**src/design/flash_host_pkg.sv**
```systemverilog
package flash_host_pkg;

  // ************************************************************
  // command and address codes driven onto the flash bus, the erased byte value and the signature length
  // ************************************************************
  localparam logic [7:0] CMD_SIGNATURE = 8'h90;
  localparam logic [7:0] ADDR_SIGNATURE = 8'h00;
  localparam logic [7:0] CMD_STATUS = 8'h70;
  localparam logic [7:0] CMD_ERASE_SETUP = 8'h60;
  localparam logic [7:0] CMD_ERASE_CONFIRM = 8'hd0;
  localparam logic [7:0] CMD_READ = 8'h00;
  localparam logic [7:0] CMD_READ_CONFIRM = 8'h30;
  localparam logic [7:0] ERASED_BYTE = 8'hff;
  localparam int SIGNATURE_ITEMS = 4;

  // ************************************************************
  // status byte fields read back from the flash
  // ************************************************************
  localparam int SR_FAIL_BIT = 0;
  localparam int SR_READY_BIT = 6;
  localparam int SR_UNLOCK_BIT = 7;

  // ************************************************************
  // signature byte 3 and item 4 fields
  // ************************************************************
  localparam int B3_DIE_LSB = 0;
  localparam int B3_CELL_LSB = 2;
  localparam int B3_PAGES_LSB = 4;
  localparam int B3_INTERLEAVE_BIT = 6;
  localparam int B3_CACHE_BIT = 7;
  localparam int B4_PAGE_LSB = 0;
  localparam int B4_SPARE_BIT = 2;
  localparam int B4_ACC_LO_BIT = 3;
  localparam int B4_BLOCK_LSB = 4;
  localparam int B4_WIDE_BIT = 6;
  localparam int B4_ACC_HI_BIT = 7;

  // ************************************************************
  // software register map (word index on the command port)
  // ************************************************************
  localparam logic [3:0] REG_CTRL = 4'h0;
  localparam logic [3:0] REG_BLOCK_ADDR = 4'h1;
  localparam logic [3:0] REG_IRQ_STATUS = 4'h2;
  localparam logic [3:0] REG_IRQ_MASK = 4'h3;
  localparam logic [3:0] REG_ID_LO = 4'h4;
  localparam logic [3:0] REG_ID_HI = 4'h5;
  localparam logic [3:0] REG_GEOMETRY = 4'h6;
  localparam logic [3:0] REG_FLASH_STATUS = 4'h7;
  localparam logic [3:0] REG_MARKER = 4'h8;

  // control register: bit 0..2 start one operation, bit 3 write-lock release
  localparam int CTRL_ID_BIT = 0;
  localparam int CTRL_MARK_BIT = 1;
  localparam int CTRL_ERASE_BIT = 2;
  localparam int CTRL_UNLOCK_BIT = 3;

  // interrupt status bits
  localparam int IRQ_DONE = 0;
  localparam int IRQ_FAIL = 1;
  localparam int IRQ_BAD = 2;
  localparam int IRQ_REFUSED = 3;
  localparam int IRQ_WIDTH = 4;

  // ************************************************************
  // bus timing: 100 MHz system clock
  // ************************************************************
  localparam int CLK_PERIOD_NS = 10;
  localparam int STROBE_NS = 30;
  localparam int STROBE_CYCLES = (STROBE_NS + CLK_PERIOD_NS - 1) / CLK_PERIOD_NS;
  // cycles after a confirm before ready/busy is trusted: covers the device's
  // delay in dropping ready plus the synchroniser lag
  localparam int BUSY_SETTLE_CYCLES = 8;

  typedef enum logic [1:0] {
    CYC_CMD,
    CYC_ADDR,
    CYC_READ
  } cycle_kind_t;

endpackage

```
**src/design/flash_bus_cycle.sv**
```systemverilog
`timescale 1ns/1ps
`default_nettype none
// one bus cycle on the flash pins: command, address or data read
module flash_bus_cycle #(
  parameter int WIDTH = 16,
  parameter int HOLD = flash_host_pkg::STROBE_CYCLES
) (
  input wire logic clk_sys,
  input wire logic rst,
  input wire logic start,
  input wire flash_host_pkg::cycle_kind_t kind,
  input wire logic [7:0] value,
  input wire logic [WIDTH-1:0] io_in,
  output logic done,
  output logic [WIDTH-1:0] rd_data,
  output logic cle,
  output logic ale,
  output logic we_n,
  output logic re_n,
  output logic [WIDTH-1:0] io_out,
  output logic io_oe
);

  typedef enum logic [1:0] {
    ST_IDLE,
    ST_LOW,
    ST_HIGH
  } phase_t;

  phase_t phase;
  logic [7:0] count;
  logic is_read;

  // strobe low for HOLD cycles, then high for HOLD cycles before done
  always_ff @(posedge clk_sys or posedge rst)
  begin
    if (rst)
    begin
      phase <= ST_IDLE;
      count <= 8'h00;
      done <= 1'b0;
      cle <= 1'b0;
      ale <= 1'b0;
      we_n <= 1'b1;
      re_n <= 1'b1;
      io_out <= '0;
      io_oe <= 1'b0;
      is_read <= 1'b0;
      rd_data <= '0;
    end
    else
    begin
      done <= 1'b0;
      case (phase)
        ST_IDLE:
        begin
          if (start)
          begin
            is_read <= (kind == flash_host_pkg::CYC_READ);
            cle <= (kind == flash_host_pkg::CYC_CMD);
            ale <= (kind == flash_host_pkg::CYC_ADDR);
            we_n <= (kind == flash_host_pkg::CYC_READ);
            re_n <= (kind != flash_host_pkg::CYC_READ);
            io_out <= WIDTH'(value);
            io_oe <= (kind != flash_host_pkg::CYC_READ);
            count <= 8'h00;
            phase <= ST_LOW;
          end
        end
        ST_LOW:
        begin
          count <= count + 8'h01;
          if (count == 8'(HOLD - 1))
          begin
            // sample read data just before the rising read strobe
            if (is_read)
              rd_data <= io_in;
            we_n <= 1'b1;
            re_n <= 1'b1;
            count <= 8'h00;
            phase <= ST_HIGH;
          end
        end
        default:
        begin
          count <= count + 8'h01;
          if (count == 8'(HOLD - 1))
          begin
            cle <= 1'b0;
            ale <= 1'b0;
            io_oe <= 1'b0;
            done <= 1'b1;
            phase <= ST_IDLE;
          end
        end
      endcase
    end
  end

endmodule // flash_bus_cycle
`default_nettype wire

```
**src/design/flash_signature_host.sv**
```systemverilog
`timescale 1ns/1ps
`default_nettype none
module flash_signature_host #(
  parameter int WIDTH = 16,
  parameter int ROW_BITS = 24,
  parameter int SPARE_COL = 2048,
  parameter int SIXTH_OFFSET = 5
) (
  input wire logic clk_sys,
  input wire logic rst,
  input wire logic [3:0] addr,
  input wire logic [31:0] wdata,
  input wire logic wr,
  input wire logic rd,
  output logic [31:0] rdata,
  output logic irq,
  input wire logic [WIDTH-1:0] io_in,
  input wire logic ready_busy,
  output logic [WIDTH-1:0] io_out,
  output logic io_oe,
  output logic cle,
  output logic ale,
  output logic ce_n,
  output logic we_n,
  output logic re_n,
  output logic wp_n
);

  // ************************************************************
  // state and sequence
  // ************************************************************
  typedef enum logic [2:0] {
    H_IDLE,
    H_ISSUE,
    H_WAIT_CYCLE,
    H_WAIT_READY,
    H_FINISH
  } host_state_t;

  typedef enum logic [1:0] {
    OP_ID,
    OP_MARK,
    OP_ERASE
  } op_t;

  localparam int IRQ_W = flash_host_pkg::IRQ_WIDTH;
  localparam logic [3:0] STEP_ONE = 4'h1;

  host_state_t state;
  op_t op;
  logic [3:0] step;
  logic [ROW_BITS-1:0] block_addr;
  logic [IRQ_W-1:0] irq_status;
  logic [IRQ_W-1:0] irq_mask;
  logic [7:0] id_item [flash_host_pkg::SIGNATURE_ITEMS];
  logic [7:0] flash_status;
  logic [7:0] marker_first;
  logic [7:0] marker_sixth;
  logic marker_checked;
  logic [ROW_BITS-1:0] checked_block;
  logic unlock;
  logic cyc_start;
  flash_host_pkg::cycle_kind_t cyc_kind;
  logic [7:0] cyc_value;
  logic cyc_done;
  logic [WIDTH-1:0] cyc_data;
  logic cyc_cle;
  logic cyc_ale;
  logic cyc_we_n;
  logic cyc_re_n;
  logic [WIDTH-1:0] cyc_io_out;
  logic cyc_io_oe;
  logic rb_s1;
  logic rb_s2;
  logic rb_s3;
  logic rb_level;
  logic [IRQ_W-1:0] irq_set;

  logic [10:0] entry;
  logic [3:0] settle;

  // ************************************************************
  // sequence table: what each step of an operation drives
  // ************************************************************
  // returns {last, kind, value} for step s of operation o
  function automatic logic [10:0] seq_entry(input op_t o, input logic [3:0] s,
                                            input logic [ROW_BITS-1:0] row);
    logic [10:0] e;
    e = {1'b1, flash_host_pkg::CYC_READ, 8'h00};
    case (o)
      OP_ID:
      begin
        if (s == 4'h0)
          e = {1'b0, flash_host_pkg::CYC_CMD, flash_host_pkg::CMD_SIGNATURE};
        else if (s == 4'h1)
          e = {1'b0, flash_host_pkg::CYC_ADDR, flash_host_pkg::ADDR_SIGNATURE};
        else
          e = {(s == 4'h5), flash_host_pkg::CYC_READ, 8'h00};
      end
      OP_MARK:
      begin
        // column = spare area start, then row of the block's first page
        if (s == 4'h0)
          e = {1'b0, flash_host_pkg::CYC_CMD, flash_host_pkg::CMD_READ};
        else if (s == 4'h1)
          e = {1'b0, flash_host_pkg::CYC_ADDR, 8'(SPARE_COL)};
        else if (s == 4'h2)
          e = {1'b0, flash_host_pkg::CYC_ADDR, 8'(SPARE_COL >> 8)};
        else if (s == 4'h3)
          e = {1'b0, flash_host_pkg::CYC_ADDR, row[7:0]};
        else if (s == 4'h4)
          e = {1'b0, flash_host_pkg::CYC_ADDR, row[15:8]};
        else if (s == 4'h5)
          e = {1'b0, flash_host_pkg::CYC_ADDR, row[23:16]};
        else if (s == 4'h6)
          e = {1'b0, flash_host_pkg::CYC_CMD, flash_host_pkg::CMD_READ_CONFIRM};
        else
          e = {(s == 4'(7 + SIXTH_OFFSET)), flash_host_pkg::CYC_READ, 8'h00};
      end
      default:
      begin
        if (s == 4'h0)
          e = {1'b0, flash_host_pkg::CYC_CMD, flash_host_pkg::CMD_ERASE_SETUP};
        else if (s == 4'h1)
          e = {1'b0, flash_host_pkg::CYC_ADDR, row[7:0]};
        else if (s == 4'h2)
          e = {1'b0, flash_host_pkg::CYC_ADDR, row[15:8]};
        else if (s == 4'h3)
          e = {1'b0, flash_host_pkg::CYC_ADDR, row[23:16]};
        else if (s == 4'h4)
          e = {1'b0, flash_host_pkg::CYC_CMD, flash_host_pkg::CMD_ERASE_CONFIRM};
        else if (s == 4'h5)
          e = {1'b0, flash_host_pkg::CYC_CMD, flash_host_pkg::CMD_STATUS};
        else
          e = {1'b1, flash_host_pkg::CYC_READ, 8'h00};
      end
    endcase
    return e;
  endfunction

  // entry of the step in progress, shared by issue and completion
  assign entry = seq_entry(op, step, block_addr);

  // ************************************************************
  // bus cycle engine
  // ************************************************************
  flash_bus_cycle #(
    .WIDTH(WIDTH)
  ) u_cycle (
    .clk_sys(clk_sys),
    .rst(rst),
    .start(cyc_start),
    .kind(cyc_kind),
    .value(cyc_value),
    .io_in(io_in),
    .done(cyc_done),
    .rd_data(cyc_data),
    .cle(cyc_cle),
    .ale(cyc_ale),
    .we_n(cyc_we_n),
    .re_n(cyc_re_n),
    .io_out(cyc_io_out),
    .io_oe(cyc_io_oe)
  );

  // ready/busy pin: three stages, a change counts when stages two and three agree
  always_ff @(posedge clk_sys or posedge rst)
  begin
    if (rst)
    begin
      rb_s1 <= 1'b0;
      rb_s2 <= 1'b0;
      rb_s3 <= 1'b0;
      rb_level <= 1'b0;
    end
    else
    begin
      rb_s1 <= ready_busy;
      rb_s2 <= rb_s1;
      rb_s3 <= rb_s2;
      if (rb_s2 == rb_s3)
        rb_level <= rb_s3;
    end
  end

  // ************************************************************
  // operation sequencer
  // ************************************************************
  always_ff @(posedge clk_sys or posedge rst)
  begin
    if (rst)
    begin
      state <= H_IDLE;
      op <= OP_ID;
      step <= 4'h0;
      cyc_start <= 1'b0;
      cyc_kind <= flash_host_pkg::CYC_CMD;
      settle <= 4'h0;
      cyc_value <= 8'h00;
      ce_n <= 1'b1;
      irq_set <= '0;
      flash_status <= 8'h00;
      marker_first <= 8'h00;
      marker_sixth <= 8'h00;
      marker_checked <= 1'b0;
      checked_block <= '0;
      for (int i = 0; i < flash_host_pkg::SIGNATURE_ITEMS; i++)
        id_item[i] <= 8'h00;
    end
    else
    begin
      cyc_start <= 1'b0;
      irq_set <= '0;
      case (state)
        H_IDLE:
        begin
          if (wr && addr == flash_host_pkg::REG_CTRL)
          begin
            if (wdata[flash_host_pkg::CTRL_ID_BIT])
            begin
              op <= OP_ID;
              state <= H_ISSUE;
            end
            else if (wdata[flash_host_pkg::CTRL_MARK_BIT])
            begin
              op <= OP_MARK;
              state <= H_ISSUE;
            end
            else if (wdata[flash_host_pkg::CTRL_ERASE_BIT])
            begin
              // no erase until the marker of this very block was read
              // and if write-lock was held before this write the erase is not even sent
              if (!marker_checked || checked_block != block_addr || !unlock)
                irq_set[flash_host_pkg::IRQ_REFUSED] <= 1'b1;
              else
              begin
                op <= OP_ERASE;
                state <= H_ISSUE;
              end
            end
            step <= 4'h0;
          end
        end
        H_ISSUE:
        begin
          ce_n <= 1'b0;
          cyc_kind <= flash_host_pkg::cycle_kind_t'(entry[9:8]);
          cyc_value <= entry[7:0];
          settle <= 4'h0;
          cyc_start <= 1'b1;
          state <= H_WAIT_CYCLE;
        end
        H_WAIT_CYCLE:
        begin
          if (cyc_done)
          begin
            // keep only the low byte; on wide parts the upper byte is zero
            if (op == OP_ID && step >= 4'h2)
              id_item[2'(step - 4'h2)] <= cyc_data[7:0];
            if (op == OP_MARK && step == 4'h7)
              marker_first <= cyc_data[7:0];
            if (op == OP_MARK && step == 4'(7 + SIXTH_OFFSET))
              marker_sixth <= cyc_data[7:0];
            if (op == OP_ERASE && step == 4'h6)
              flash_status <= cyc_data[7:0];
            if (entry[10])
              state <= H_FINISH;
            else if ((op == OP_MARK && step == 4'h6) || (op == OP_ERASE && step == 4'h4))
              state <= H_WAIT_READY;
            else
              state <= H_ISSUE;
            step <= step + STEP_ONE;
          end
        end
        H_WAIT_READY:
        begin
          // ready still reads high for a few cycles after the confirm, so it is
          // not trusted until the settle count has run out
          if (settle != 4'(flash_host_pkg::BUSY_SETTLE_CYCLES))
            settle <= settle + 4'h1;
          else if (rb_level)
            state <= H_ISSUE;
        end
        default:
        begin
          ce_n <= 1'b1;
          state <= H_IDLE;
          irq_set[flash_host_pkg::IRQ_DONE] <= 1'b1;
          if (op == OP_MARK)
          begin
            marker_checked <= 1'b1;
            checked_block <= block_addr;
            // x8 needs first and sixth spare bytes, x16 only the first word
            if (marker_first != flash_host_pkg::ERASED_BYTE ||
                (!id_item[3][flash_host_pkg::B4_WIDE_BIT] &&
                 marker_sixth != flash_host_pkg::ERASED_BYTE))
              irq_set[flash_host_pkg::IRQ_BAD] <= 1'b1;
          end
          if (op == OP_ERASE)
          begin
            // a failed erase asks software to retire the block
            if (flash_status[flash_host_pkg::SR_FAIL_BIT] ||
                !flash_status[flash_host_pkg::SR_UNLOCK_BIT])
              irq_set[flash_host_pkg::IRQ_FAIL] <= 1'b1;
          end
        end
      endcase
    end
  end

  // ************************************************************
  // pin outputs: all registered
  // ************************************************************
  always_ff @(posedge clk_sys or posedge rst)
  begin
    if (rst)
    begin
      cle <= 1'b0;
      ale <= 1'b0;
      we_n <= 1'b1;
      re_n <= 1'b1;
      io_out <= '0;
      io_oe <= 1'b0;
      wp_n <= 1'b0;
    end
    else
    begin
      cle <= cyc_cle;
      ale <= cyc_ale;
      we_n <= cyc_we_n;
      re_n <= cyc_re_n;
      io_out <= cyc_io_out;
      io_oe <= cyc_io_oe;
      wp_n <= unlock;
    end
  end

  // ************************************************************
  // software registers
  // ************************************************************
  always_ff @(posedge clk_sys or posedge rst)
  begin
    if (rst)
    begin
      unlock <= 1'b0;
      block_addr <= '0;
      irq_mask <= '0;
    end
    else if (wr)
    begin
      if (addr == flash_host_pkg::REG_CTRL)
        unlock <= wdata[flash_host_pkg::CTRL_UNLOCK_BIT];
      else if (addr == flash_host_pkg::REG_BLOCK_ADDR && state == H_IDLE)
        block_addr <= wdata[ROW_BITS-1:0];
      else if (addr == flash_host_pkg::REG_IRQ_MASK)
        irq_mask <= wdata[IRQ_W-1:0];
    end
  end

  // sticky events: a new event wins over a write-one clear in the same cycle
  always_ff @(posedge clk_sys or posedge rst)
  begin
    if (rst)
      irq_status <= '0;
    else if (wr && addr == flash_host_pkg::REG_IRQ_STATUS)
      irq_status <= (irq_status & ~wdata[IRQ_W-1:0]) | irq_set;
    else
      irq_status <= irq_status | irq_set;
  end

  always_ff @(posedge clk_sys or posedge rst)
  begin
    if (rst)
      irq <= 1'b0;
    else
      irq <= |((irq_status | irq_set) & irq_mask);
  end

  // read data stands in the cycle after the strobe only
  always_ff @(posedge clk_sys or posedge rst)
  begin
    if (rst)
      rdata <= 32'h0000_0000;
    else if (!rd)
      rdata <= 32'h0000_0000;
    else if (addr == flash_host_pkg::REG_CTRL)
      rdata <= {28'h0000000, unlock, 2'b00, state != H_IDLE};
    else if (addr == flash_host_pkg::REG_BLOCK_ADDR)
      rdata <= 32'(block_addr);
    else if (addr == flash_host_pkg::REG_IRQ_STATUS)
      rdata <= 32'(irq_status);
    else if (addr == flash_host_pkg::REG_IRQ_MASK)
      rdata <= 32'(irq_mask);
    else if (addr == flash_host_pkg::REG_ID_LO)
      rdata <= {16'h0000, id_item[1], id_item[0]};
    else if (addr == flash_host_pkg::REG_ID_HI)
      rdata <= {16'h0000, id_item[3], id_item[2]};
    else if (addr == flash_host_pkg::REG_GEOMETRY)
      // decoded geometry: log2 of dies, cells, pages, then flags
      rdata <= {16'h0000,
                id_item[3][flash_host_pkg::B4_ACC_HI_BIT],
                id_item[3][flash_host_pkg::B4_ACC_LO_BIT],
                id_item[3][flash_host_pkg::B4_BLOCK_LSB +: 2],
                id_item[3][flash_host_pkg::B4_WIDE_BIT],
                id_item[3][flash_host_pkg::B4_SPARE_BIT],
                id_item[3][flash_host_pkg::B4_PAGE_LSB +: 2],
                id_item[2][flash_host_pkg::B3_CACHE_BIT],
                id_item[2][flash_host_pkg::B3_INTERLEAVE_BIT],
                id_item[2][flash_host_pkg::B3_PAGES_LSB +: 2],
                id_item[2][flash_host_pkg::B3_CELL_LSB +: 2],
                id_item[2][flash_host_pkg::B3_DIE_LSB +: 2]};
    else if (addr == flash_host_pkg::REG_FLASH_STATUS)
      rdata <= {24'h000000, flash_status};
    else if (addr == flash_host_pkg::REG_MARKER)
      rdata <= {15'h0000, marker_checked, marker_sixth, marker_first};
    else
      rdata <= 32'h0000_0000;
  end

  // lockout below lockout_threshold and single-bit correction are device and
  // software concerns; this host does not compute check bits

endmodule // flash_signature_host
`default_nettype wire

```
**config.mk**
```make
export PLATFORM = sky130hd
export DESIGN_NAME = flash_signature_host
export DESIGN_NICKNAME = d
export VERILOG_FILES = /design/src/design/flash_host_pkg.sv /design/src/design/flash_bus_cycle.sv /design/src/design/flash_signature_host.sv
export SDC_FILE = /design/constraint.sdc
export NUM_CORES = 1
export LEC_CHECK = 0
export BUFFER_PORTS_ARGS = -buffer_cell sky130_fd_sc_hd__buf_2
export CORE_UTILIZATION = 52
export DETAILED_ROUTE_END_ITERATION = 8
export PLACE_DENSITY = 0.75
export SLEW_MARGIN = 10
export SYNTH_ARGS = -nofsm -noshare
export SYNTH_HDL_FRONTEND = slang
export SYNTH_SLANG_ARGS = --single-unit
```
**constraint.sdc**
```tcl
create_clock -name clk_sys -period 6.5 [get_ports clk_sys]
set_input_delay 0.325 -clock clk_sys [delete_from_list [all_inputs] [get_ports clk_sys]]
set_output_delay 0.325 -clock clk_sys [all_outputs]
set_load 0.01 [all_outputs]
```
Word-level counts from Yosys, hierarchy flattened
Cells that the tools add are included.
Widths: inputs -> output; s select.

word-level totals
  register bits = 227
  input port bits = 57
  word-level logic and storage cells = 240
  output and inout port bits = 56

cells by class
  mux-type cells = 83
  reductions and logical operators = 53
  bitwise gates (word level) = 10
  eq/ne operators = 41
  $lt $le $gt $ge = 3
  add/subtract/negate cells = 4

operators by type and width
  operator             number
  $mux 11              15
  $mux 17              7
  $mux 24              3
  $bwmux 32            1
  $eq 4x3->1 const B   8
  $mux 3               10
  $reduce_and 3->1     10
  $mux 8               3
  $ne 24x24->1         1
  $pmux 11 s2          1
  $mux 1               19
  $demux 8 s2          1
  $eq 4x2->1 const B   4
  $mux 2               8
  $mux 4               4
  $ne 8x8->1 const B   2
  $pmux 4 s2           2
  $pmux 8 s2           1
  $ne 2x2->1 const B   6
  $ne 4x4->1 const B   3
  $pmux 1 s2           6
  $pmux 3 s4           1
  $logic_and 1x1->1    11
  $add 4x1->4 const B  2
  other kinds (34)     65

Longest topological paths before layout
Gate-level depths: netlist (run 1).

  depth after elaboration = 12
  gate-level depth with buffers = 9
  gate-level depth less buffers = 7

By module
A second synthesis (run 1) with hierarchy kept.

unflattened totals
  cells, all modules = 877
  area, all modules = 10555.1 µm²

by module, submodules not included
  module                instances  area each (µm²)  sequential area each (µm²)  cells an instance
  flash_signature_host  1          8749.6           4858.4                      737
  flash_bus_cycle       1          1805.5           1028.5                      140

Least setup slack after synthesis (run 1)
Ideal clock, no wire load.

  path type = reg2reg
  start point = register step[0]
  end point = register state[0]
  clock period less this slack = 2083 ps
  stages on the path, launching flop included = 9
  required time = 6376 ps
  buffers on the path = 1
  data arrival time = 1960 ps
  path slack = 4417 ps
  setup time = 124 ps
  cells stage by stage = dfrtp_1 inv_1 ha_1 clkbuf_1 or2_2 a21boi_0 nor3_1 o311a_1 a211o_1

between the ends
  word-level cells in the longest chain between the ends = 12
  elaborated cells between the ends (all ways) = 27
  classes of those cells = eq/ne: 7; mux: 19; reduce/logical: 1

ends and longest elaborated chain
  element                                   RTL line                                                  RTL
  from (decl)                               flash_signature_host.sv:51                                logic [3:0] step;
  from (signal assigned)                    flash_signature_host.sv:272                               step <= step + STEP_ONE;
  $eq 4x4->1 or $eq 4x3->1 (tied branches)  flash_signature_host.sv:118, flash_signature_host.sv:115
  $mux 11                                   flash_signature_host.sv:115                               else if (s == 4'h6)
  $mux 11                                   flash_signature_host.sv:113                               else if (s == 4'h5)
  $mux 11                                   flash_signature_host.sv:111                               else if (s == 4'h4)
  $mux 11                                   flash_signature_host.sv:109                               else if (s == 4'h3)
  $mux 11                                   flash_signature_host.sv:107                               else if (s == 4'h2)
  $mux 11                                   flash_signature_host.sv:105                               else if (s == 4'h1)
  $mux 11                                   flash_signature_host.sv:103                               if (s == 4'h0)
  $pmux 11 s2 *                             flash_signature_host.sv:90                                case (o)
  $mux 3 *                                  flash_signature_host.sv:266                               if (entry[10])
  $mux 3 *                                  flash_signature_host.sv:255                               if (cyc_done)
  $pmux 3 s4 *                              flash_signature_host.sv:214                               case (state)
  to (signal assigned)                      flash_signature_host.sv:267                               state <= H_FINISH;
  to (signal assigned)                      flash_signature_host.sv:269                               state <= H_WAIT_READY;
  to (signal assigned)                      flash_signature_host.sv:271                               state <= H_ISSUE;
  to (decl)                                 flash_signature_host.sv:49                                host_state_t state;

Every way passes the cells marked *; elsewhere a longest branch is shown, timed or not. The select of a mux whose other input is x is not followed.
A chain may end at the register's enable or synchronous reset.

Worst setup path after layout (run 1)
  start point = input addr[0]
  end point = register block_addr[15]

between the ends
  word-level cells in the longest chain between the ends = 3
  elaborated cells between the ends (all ways) = 5
  classes of those cells = eq/ne: 1; bitwise: 1; reduce/logical: 3

ends and longest elaborated chain
  element                                         RTL line                                                  RTL
  from (decl)                                     flash_signature_host.sv:11                                input wire logic [3:0] addr,
  $eq 4x1->1 or $logic_not 4->1 (tied branches)   flash_signature_host.sv:353, flash_signature_host.sv:351
  $logic_and 1x1->1 or $not 1->1 (tied branches)  n/a
  $reduce_and 3->1 (no source line) *             n/a
  to (signal assigned)                            flash_signature_host.sv:354                               block_addr <= wdata[ROW_BITS-1:0];
  to (decl)                                       flash_signature_host.sv:52                                logic [ROW_BITS-1:0] block_addr;

Every way passes the cells marked *; elsewhere a longest branch is shown, timed or not.

==> summary.txt, run 1 <==
Finish
  • Most frequent cells in the layout: dfrtp_1 (214), mux2_2 (117), buf_2 (80)
  • Nets: 982
  • # diodes: 0
  • P&R area growth vs syn: 12.64%
  • Multi-input gate area: about 4300 um^2
  • Layout cells sized above 1: around 29%
  • Commonest non-fill, non-tap cell in the layout: dfrtp_1
  • Area occupied by registers: around 5500 um^2
  • Filler Cells Inserted: roughly 1.6k
  • Core Util, Final: about three fifths

Yosys
  • Synth area leaders: dfrtp_1 (53%), mux2_2 (13%), nand2_1 (2.0%), xnor2_1 (1.9%), o21ai_0 (1.9%)
  • Avg Synthesized Cell Area: around 12 um^2
  • YS warnings: 0
  • Post-synthesis instance total: between 800 and 900
  • Largest area contributor in the netlist: dfrtp_1
  • EDFF count, synth: 0
  • Synth top area share: a little over half
  • Async SR Flop Fraction: 100.0%
  • Post-Synthesis Cell Area: ~10000 um^2
  • Ys flop type: dfrtp_1
  • Register area share after synthesis: 54.34%
  • Synth unique cells: 77
  • Yosys reg bits: 219

Drt
  • Vias per cell: about 5.7
  • DRC errors left: 0
  • Final wirelength: between 20 and 25 mm
  • 1st-iter DRT viols: 714
  • Vias: around 6.8k
  • Pre-antenna DRT Iters: 7
  • Avg WL per Cell: ~19 um
  • ANT nets after route: 0

Placement
  • GP Congestion: ~0.9
  • DP Wirelength: around 15 mm
  • IO Port Bufs: 80
  • Worst slack, placed: 3359 ps

CTS
  • Total CTS buffers: 23
  • Latest clock arrival within the worst-skew pair: just over 500 ps
  • CTS max path bufs: 3
  • Hold_buf cts: 1
  • Post_cts resized: 0
  • CTS tree: built
  • Clk slew on worst S/H paths: roughly 60 ps
  • Postcts setup bufs: 0
  • H-tree level count: 1
  • Root buf cell: clkbuf_16
  • Sink Count: approximately 220

GRT
  • Vias in the first global route: 6567
  • All-Layer GR Usage: a little under a quarter
  • First-pass GRT wire length: roughly 36 mm
  • Overflow after GRT: 0
  • Largest net degree at the start of global routing: 152
  • Initial antenna violation count: 0

STA
  • Tmin final: ~2700 ps
  • Fmax: ~380 MHz
  • Max Slew Vio Count: 0
  • Final setup violation count: 0
  • Worst Tran Pin Value: 1121 ps
  • Setup tns final: 0 ps
  • Fin. Hold Viols: 0
  • Slew margin rel.: 25.07%
  • Worst Skew: approximately 7 ps
  • RSZ-0062 raised after global routing: false
  • Crit share post-route: 40.77%
  • Setup ws final: ~3800 ps

Power
  • Maximum VDD drop: ~0.22 mV
  • LEAKAGE: ~5.5 nW
  • Power per cell area: between 300 and 400 nW/um^2

Setup path
  • CP Launch Type: primary input
  • Crit Path Class: in -> reg
  • Critical path capture point type: flip-flop
  • Crit Path Max Fanout: 24
  • Critical path data required time: between 6000 and 7000 ps
  • CP Data Arrival Time: roughly 3000 ps

Floorplan
  • # rows: 50
  • Die area: 19980 um^2
  • Core ar.: between 15000 and 20000 um^2
  • Ports: around 110
  • Die Y: 141.3 um
  • Die width: 141.3 um
  • Initial Utilization: a little over half

Hold path
  • HP Class: in -> async

Status
  • Status: finished clean

Run
  • Max-cap viol count: 0
## metrics by stage
step | area [um^2] | power, mW | std cells | hold slack (ps)
after floorplan | 10150 | 2.498 | 870 | 331.2
after global placement | 10570 | 2.749 | 1151 | 336.3
after detailed placement | 10570 | 2.772 | 1151 | 339.6
after CTS | 11370 | 4.142 | 1193 | 24.40
after global routing | 11370 | 4.335 | 1193 | 26.20
final | 11370 | 4.117 | 1193 | 17.89
## area by class of cell
cell class,instances,area share (%)
multi-input cells,569,37.46
clock buffers,26,5.336
clock inverters,15,1.606
well taps,260,2.860
flip-flops and latches,219,48.24
inverters,21,0.7591
repair buffers,83,3.740
## final timing paths
path | start | to | slack, ps | depth (start not counted)
setup / recovery | addr[0] | block_addr[15]$_DFFE_PP0P_ | 3850 | 5
hold / removal | rst | block_addr[21]$_DFFE_PP0P_ | 20 | 2
setup reg to reg | step[0]$_DFFE_PP0P_ | cyc_value[4]$_DFFE_PP0P_ | 3940 | 7
hold reg to reg | rb_s1$_DFF_PP0_ | rb_s2$_DFF_PP0_ | 350 | 0
max in group asynchronous | rst | id_item[12]$_DFFE_PP0P_ | 5000 | 3
min in group clk_sys | wdata[6] | block_addr[6]$_DFFE_PP0P_ | 40 | 2
## cells in the mapped netlist, types with 12 or more instances
cell,number
inv_1,21
buf_2,25
o21ai_0,38
nand3_1,18
xnor2_1,22
nand2b_1,13
a21o_1,12
nand4_1,14
a222oi_1,12
mux2_2,117
nand2_1,53
mux2i_1,14
clkbuf_1,14
buf_4,16
nor2_1,45
a21oi_1,35
dfrtp_1,214
a22oi_1,12
## routing by layer
metal  up-vias  part of all wire [%]  global-route usage [%]
li1       3152                     -                       -
met1      3365                    43                   32.27
met2       244                    48                   37.81
met3        54                   5.9                   3.071
met4         0                   2.6                   6.693
met5         -                     0                       0
## worst max-delay path: stages
cell and delay [ps]:
buf_2 430, nor2b_1 600, and2_1 490, nand3_2 660
mux2_2 510
## cells by family after synthesis
| family | synth area share, % |
|---|---|
| flops | 54.34 |
| simple gates | 11.85 |
| compound gates | 10.35 |
| mux | 15.63 |
| buf+inv | 4.027 |
| xor+xnor | 2.689 |
| fa+ha+maj | 1.091 |
| other cells | 0.03714 |
## registers in the layout, indices dropped and copies added (netlist names), 2 cells and up
name,flops
id_item,32
rdata,24
cyc_value,8
marker_sixth,8
u_cycle.phase,2
u_cycle.io_out,8
u_cycle.rd_data,8
settle,4
irq_mask,4
cyc_kind,2
irq_set,4
flash_status,8
u_cycle.count,8
irq_status,4
checked_block,24
io_out,8
step,4
state,3
marker_first,8
op,2
block_addr,24
## power breakdown
| part | internal (mW) | switching [mW] | leakage, nW | total [mW] |
|---|---|---|---|---|
| sequential | 1.60 | 0.321 | 2.93 | 1.92 |
| clock | 0.799 | 0.555 | 0.364 | 1.35 |
| combinational | 0.398 | 0.447 | 2.19 | 0.845 |
No activity file was read; power rests on OpenSTA's default activity.
==> run 2, diff against run 1 <==
--- a/config.mk
+++ b/config.mk
@@ -8,7 +8,7 @@
 export BUFFER_PORTS_ARGS = -buffer_cell sky130_fd_sc_hd__buf_2
 export CORE_UTILIZATION = 52
 export DETAILED_ROUTE_END_ITERATION = 8
-export PLACE_DENSITY = 0.75
+export PLACE_DENSITY = 0.72
 export SLEW_MARGIN = 10
 export SYNTH_ARGS = -nofsm -noshare
 export SYNTH_HDL_FRONTEND = slang
==> constraint.sdc (replaced) <==
create_clock -name clk_sys -period 2.5 [get_ports clk_sys]
set_input_delay 0.125 -clock clk_sys [delete_from_list [all_inputs] [get_ports clk_sys]]
set_output_delay 0.125 -clock clk_sys [all_outputs]
set_load 0.01 [all_outputs]
==> run 2 against run 1 <==
Against the previous run: register-to-register slack lost 3700 ps; total power rose to 2.7 times the previous value; final area rose by 5.9%; wire length grew 3.3%; non-clock buffer count grew 69; sequential cell count is the same; critical path depth up 1; largest cell class unchanged; largest power group unchanged; highest routed layer unchanged.
==> summary.txt, run 2 (synthesis results as in run 1) <==
STA
  • Slew margin rel.: 54.15%
  • Max Slew Vio Count: 0
  • Fin. Hold Viols: 0
  • Crit share post-route: 92.02%
  • Fmax: 434.7 MHz
  • RSZ-0062 raised after global routing: false
  • Tmin final: roughly 2300 ps
  • Worst Tran Pin Value: around 700 ps
  • Setup tns final: 0 ps
  • Worst Skew: approximately 12 ps
  • Final setup violation count: 0

Setup path
  • Slowest cell on the critical path: dlygate4sd3_1
  • Worst R2R Start: state[2]$_DFFE_PP0P_
  • Largest delay contributor family on the critical path: simple AND/OR/NAND/NOR gates
  • WP depth: 6
  • Critical path capture point type: flip-flop
  • Critical path data required time: between 2000 and 3000 ps
  • Worst path max stage delay: 570 ps
  • Crit Path Max Fanout: 8
  • CP Launch Type: flip-flop
  • CP startpoint: state[2]$_DFFE_PP0P_
  • WP buf/inv: 2
  • CP Data Arrival Time: approximately 2700 ps
  • Crit-path cells: buf_4 > nor3_1 > and3_1 > nand3_1 > dlygate4sd3_1 > a31oi_1
  • Worst reg2reg path depth: 6
  • Crit Path Class: reg -> reg

GRT
  • First-pass GRT wire length: about 37 mm
  • Largest net degree at the start of global routing: 54
  • Vias in the first global route: ~7k
  • Overflow after GRT: 0
  • Initial antenna violation count: 0
  • All-Layer GR Usage: between 20% and 30%

Power
  • Power per cell area: a little over 900 nW/um^2
  • LEAKAGE: roughly 5.8 nW
  • Maximum VDD drop: 0.5242 mV

Drt
  • ANT nets after route: 0
  • 1st-iter DRT viols: between 500 and 600
  • Vias: 7151
  • Final wirelength: between 20 and 25 mm
  • Avg WL per Cell: between 15 and 20 um
  • DRC errors left: 0
  • Pre-antenna DRT Iters: 5
  • Vias per cell: approximately 5.7

CTS
  • H-tree level count: 1
  • Latest clock arrival within the worst-skew pair: ~510 ps
  • CTS tree: built
  • CTS max path bufs: 3
  • Total CTS buffers: 24
  • Clk slew on worst S/H paths: approximately 60 ps
  • Sink Count: 219
  • Root buf cell: clkbuf_16
  • Postcts setup bufs: 0

Hold path
  • HP Class: in -> reg
  • Startpoint of the worst hold path: addr[3]
  • Hold Crit Depth: 3

Placement
  • DP Wirelength: between 15 and 20 mm
  • GP Congestion: ~0.88
  • IO Port Bufs: 80

Finish
  • Layout cells sized above 1: between 30% and 40%
  • Most flop-heavy register: id_item
  • # diodes: 0
  • Max reg flops: 32
  • Core Util, Final: 63.73%
  • Most frequent cells in the layout: dfrtp_1 (214), mux2_2 (117), buf_2 (80)
  • Nets: between 1k and 1.5k
  • P&R area growth vs syn: 19.24%
  • Filler Cells Inserted: ~1.5k
  • Commonest non-fill, non-tap cell in the layout: dfrtp_1

Floorplan
  • Initial Utilization: a little over half
  • # rows: 50
  • Die area: 19980 um^2
  • Die width: between 100 and 150 um
  • Die Y: roughly 140 um
  • Core ar.: 18890 um^2
  • Ports: 113

Status
  • Status: finished clean

Run
  • Max-cap viol count: 0
## run 2: area by class of cell
class	count	area, um^2	area share, %
Inverter	21	82.58	0.6859
Tap cell	260	325.3	2.702
Timing Repair Buffer	152	1059	8.791
Clock inverter	12	142.6	1.185
Clock buffer	30	684.4	5.684
Sequential cell	219	5487	45.57
Multi-Input combinational cell	569	4260	35.38
## run 2: final timing paths
kind / endpoint / slack [ps]
max: irq_set[3]$_DFF_PP0_ / 200
min: rdata[0]$_DFF_PP0_ / 160
max reg2reg: irq_set[3]$_DFF_PP0_ / 200
min reg2reg: rb_s2$_DFF_PP0_ / 350
max in group asynchronous: u_cycle.rd_data[2]$_DFFE_PP0P_ / 1420
min in group asynchronous: u_cycle.io_out[6]$_DFFE_PP0P_ / 260
## run 2: worst min-delay path: stages
cell,delay (ps)
buf_2,260
nand2b_1,150
a21oi_1,70
## run 2: metrics by stage
stage	hold slack, ps	std cells	cell area (um^2)	worst slack, ps	power (mW)
after floorplan	156.4	870	10160	-475.0	6.497
after global placement	236.1	1184	10840	382.7	7.337
after detailed placement	234.6	1184	10840	359.8	7.392
after CTS	145.7	1263	12040	216.6	11.08
after global routing	174.4	1263	12040	80.71	11.59
final	156.2	1263	12040	199.6	11.01
## run 2: where the power goes
part / internal (mW) / leakage, nW / switching, mW / total (mW)
sequential: 4.16 / 2.93 / 0.702 / 4.86
combinational: 1.21 / 2.50 / 1.32 / 2.53
clock: 2.24 / 0.416 / 1.38 / 3.62
## run 2: timing repair
action	4_1_cts	5_1_grt
hold buffers	37	0
endpoints found under the hold margin	68	0
gates resized for setup	0	0
## run 2: layer usage
metal  global-route usage, %  share of wire, %  vias up
li1                        -                 -     3294
met1                   31.26                42     3541
met2                   40.39                48      260
met3                   4.084               6.2       56
met4                   8.410               3.2        0
met5                       0                 0        -
==> run 3, diff against run 2 <==
--- a/config.mk
+++ b/config.mk
@@ -6,10 +6,12 @@
 export NUM_CORES = 1
 export LEC_CHECK = 0
 export BUFFER_PORTS_ARGS = -buffer_cell sky130_fd_sc_hd__buf_2
+export CORE_MARGIN = 2
 export CORE_UTILIZATION = 52
 export DETAILED_ROUTE_END_ITERATION = 8
 export PLACE_DENSITY = 0.72
 export SLEW_MARGIN = 10
 export SYNTH_ARGS = -nofsm -noshare
 export SYNTH_HDL_FRONTEND = slang
+export SYNTH_HIERARCHICAL = 1
 export SYNTH_SLANG_ARGS = --single-unit
==> run 3 against run 2 <==
Against the previous run: sequential share of layout area up 0.32 points; sequential cell count up 8; non-clock buffer count up 16; critical path type unchanged; final area up 2.9%; register-to-register slack worse by 130 ps; largest power group unchanged; largest cell class unchanged; count of clock-buffer cells in the layout up 3; clock power up 8.6%; cell count up 2.5%.
==> summary.txt, run 3 <==
Finish
  • P&R area growth vs syn: 21.04%
  • Most flop-heavy register: id_item
  • Most frequent cells in the layout: dfrtp_1 (222), mux2_2 (122), buf_2 (88)
  • Layout cells sized above 1: 30.81%
  • Nets: about 1.1k
  • Commonest non-fill, non-tap cell in the layout: dfrtp_1
  • Final instance area: between 10000 and 15000 um^2
  • # diodes: 0
  • Max reg flops: 32
  • Filler Cells Inserted: 1553

Status
  • Status: finished clean

Hold path
  • HP Class: in -> reg
  • Startpoint of the worst hold path: addr[3]

CTS
  • Sink Count: about 230
  • Post_cts resized: 0
  • H-tree level count: 1
  • Latest clock arrival within the worst-skew pair: 520 ps
  • CTS tree: built
  • CTS max path bufs: 3
  • Postcts setup bufs: 0
  • Root buf cell: clkbuf_16
  • Hold_buf cts: 37
  • Clk slew on worst S/H paths: approximately 60 ps
  • Total CTS buffers: 24

Drt
  • Pre-antenna DRT Iters: 5
  • Vias per cell: approximately 5.7
  • Final wirelength: about 25 mm
  • 1st-iter DRT viols: ~670
  • ANT nets after route: 0
  • DRC errors left: 0
  • Avg WL per Cell: around 19 um
  • Vias: about 7.4k

GRT
  • Vias in the first global route: 7085
  • First-pass GRT wire length: between 30 and 40 mm
  • All-Layer GR Usage: roughly 24%
  • Overflow after GRT: 0
  • Initial antenna violation count: 0
  • Largest net degree at the start of global routing: 70

Yosys
  • Post-Synthesis Cell Area: around 10000 um^2
  • Post-synthesis instance total: between 800 and 900
  • YS warnings: 6
  • Avg Synthesized Cell Area: ~12 um^2

Placement
  • IO Port Bufs: 88
  • DP Wirelength: 16.85 mm
  • GP Congestion: around 0.9
  • Placed cell area: 11130 um^2

STA
  • Worst Skew: about 23 ps
  • Final setup violation count: 0
  • Fmax: roughly 410 MHz
  • Worst Tran Pin Value: 670.5 ps
  • Max Slew Vio Count: 0
  • Tmin final: 2427 ps
  • RSZ-0062 raised after global routing: false
  • Fin. Hold Viols: 0
  • Setup tns final: 0 ps
  • Slew margin rel.: a little under three fifths
  • Crit share post-route: 97.07%

Setup path
  • Crit Path Max Fanout: 6
  • Largest delay contributor family on the critical path: simple AND/OR/NAND/NOR gates
  • Crit-path cells: xnor2_1 > nand4_1 > or4_1 > nor3_1 > nor4_1 > dlygate4sd3_1
  • CP Launch Type: flip-flop
  • CP Data Arrival Time: 2820 ps
  • CP startpoint: block_addr[18]$_DFFE_PP0P_
  • Worst path max stage delay: around 650 ps
  • WP buf/inv: 1
  • Worst R2R Start: block_addr[18]$_DFFE_PP0P_
  • Crit Path Class: reg -> reg
  • Critical path capture point type: flip-flop
  • Slowest cell on the critical path: or4_1
  • Critical path data required time: between 2000 and 3000 ps

Floorplan
  • Die Y: between 100 and 150 um
  • Core ar.: 19400 um^2
  • Die width: ~140 um
  • Initial Utilization: between 50% and 60%
  • Ports: about 110
  • # rows: a little over 50
  • Die area: 20830 um^2

Power
  • LEAKAGE: around 6.0 nW
  • Maximum VDD drop: about 0.6 mV
  • Power per cell area: around 940 nW/um^2

Run
  • Max-cap viol count: 0
-- run 3: where the power goes --
| part | internal, mW | total [mW] | switching (mW) |
|---|---|---|---|
| registers | 4.29 | 5.04 | 0.743 |
| logic | 1.21 | 2.66 | 1.45 |
| clock network | 2.49 | 3.93 | 1.44 |
-- run 3: final cells by class --
cell class	instances	area [um^2]	area share, %
multi-input cells	572	4227	34.10
flip-flops and latches	227	5687	45.89
inverters	18	71.32	0.5755
clock inverters	11	187.7	1.514
clock buffers	33	705.7	5.694
well taps	265	331.6	2.675
repair buffers	168	1184	9.551
-- run 3: worst paths after layout --
kind,end,slack [ps],depth (start not counted)
max reg2reg,irq_set[3]$_DFF_PP0_,70,6
max in group asynchronous,we_n$_DFF_PP1_,1440,4
min,rdata[16]$_DFF_PP0_,30,3
min in group asynchronous,checked_block[20]$_DFFE_PP0P_,290,3
max,irq_set[3]$_DFF_PP0_,70,6
min reg2reg,rb_s2$_DFF_PP0_,350,0
-- run 3: worst register-to-register path, delay by kind of cell (launching register included) --
family	cells	cell delay (ps)
XOR/XNOR	1	210
buffers and inverters	1	570
flip-flops	1	450
AND/OR/NAND/NOR	4	1080
-- run 3: metrics by stage --
stage / power, mW / hold slack, ps / std cells / worst slack, ps / util [%]
4_1_cts: 11.67 / 4.594 / 1294 / 84.59 / 63.89
6_report: 11.62 / 27.70 / 1294 / 73.27 / 63.89
2_1_floorplan: 6.592 / 156.4 / 875 / -127.0 / -
3_3_place_gp: 7.596 / 239.5 / 1213 / 299.0 / 57.37
3_5_place_dp: 7.647 / 243.3 / 1213 / 242.5 / 57.37
5_1_grt: 12.22 / 17.99 / 1294 / 35.49 / 63.89
-- run 3: layer usage --
| metal | GRT usage [%] | up-vias | share of wire [%] |
|---|---|---|---|
| met5 | 0 | - | 0 |
| met4 | 6.898 | 0 | 2.5 |
| met3 | 3.013 | 47 | 5.7 |
| met2 | 41.03 | 267 | 49 |
| met1 | 33.05 | 3702 | 43 |
| li1 | - | 3401 | - |
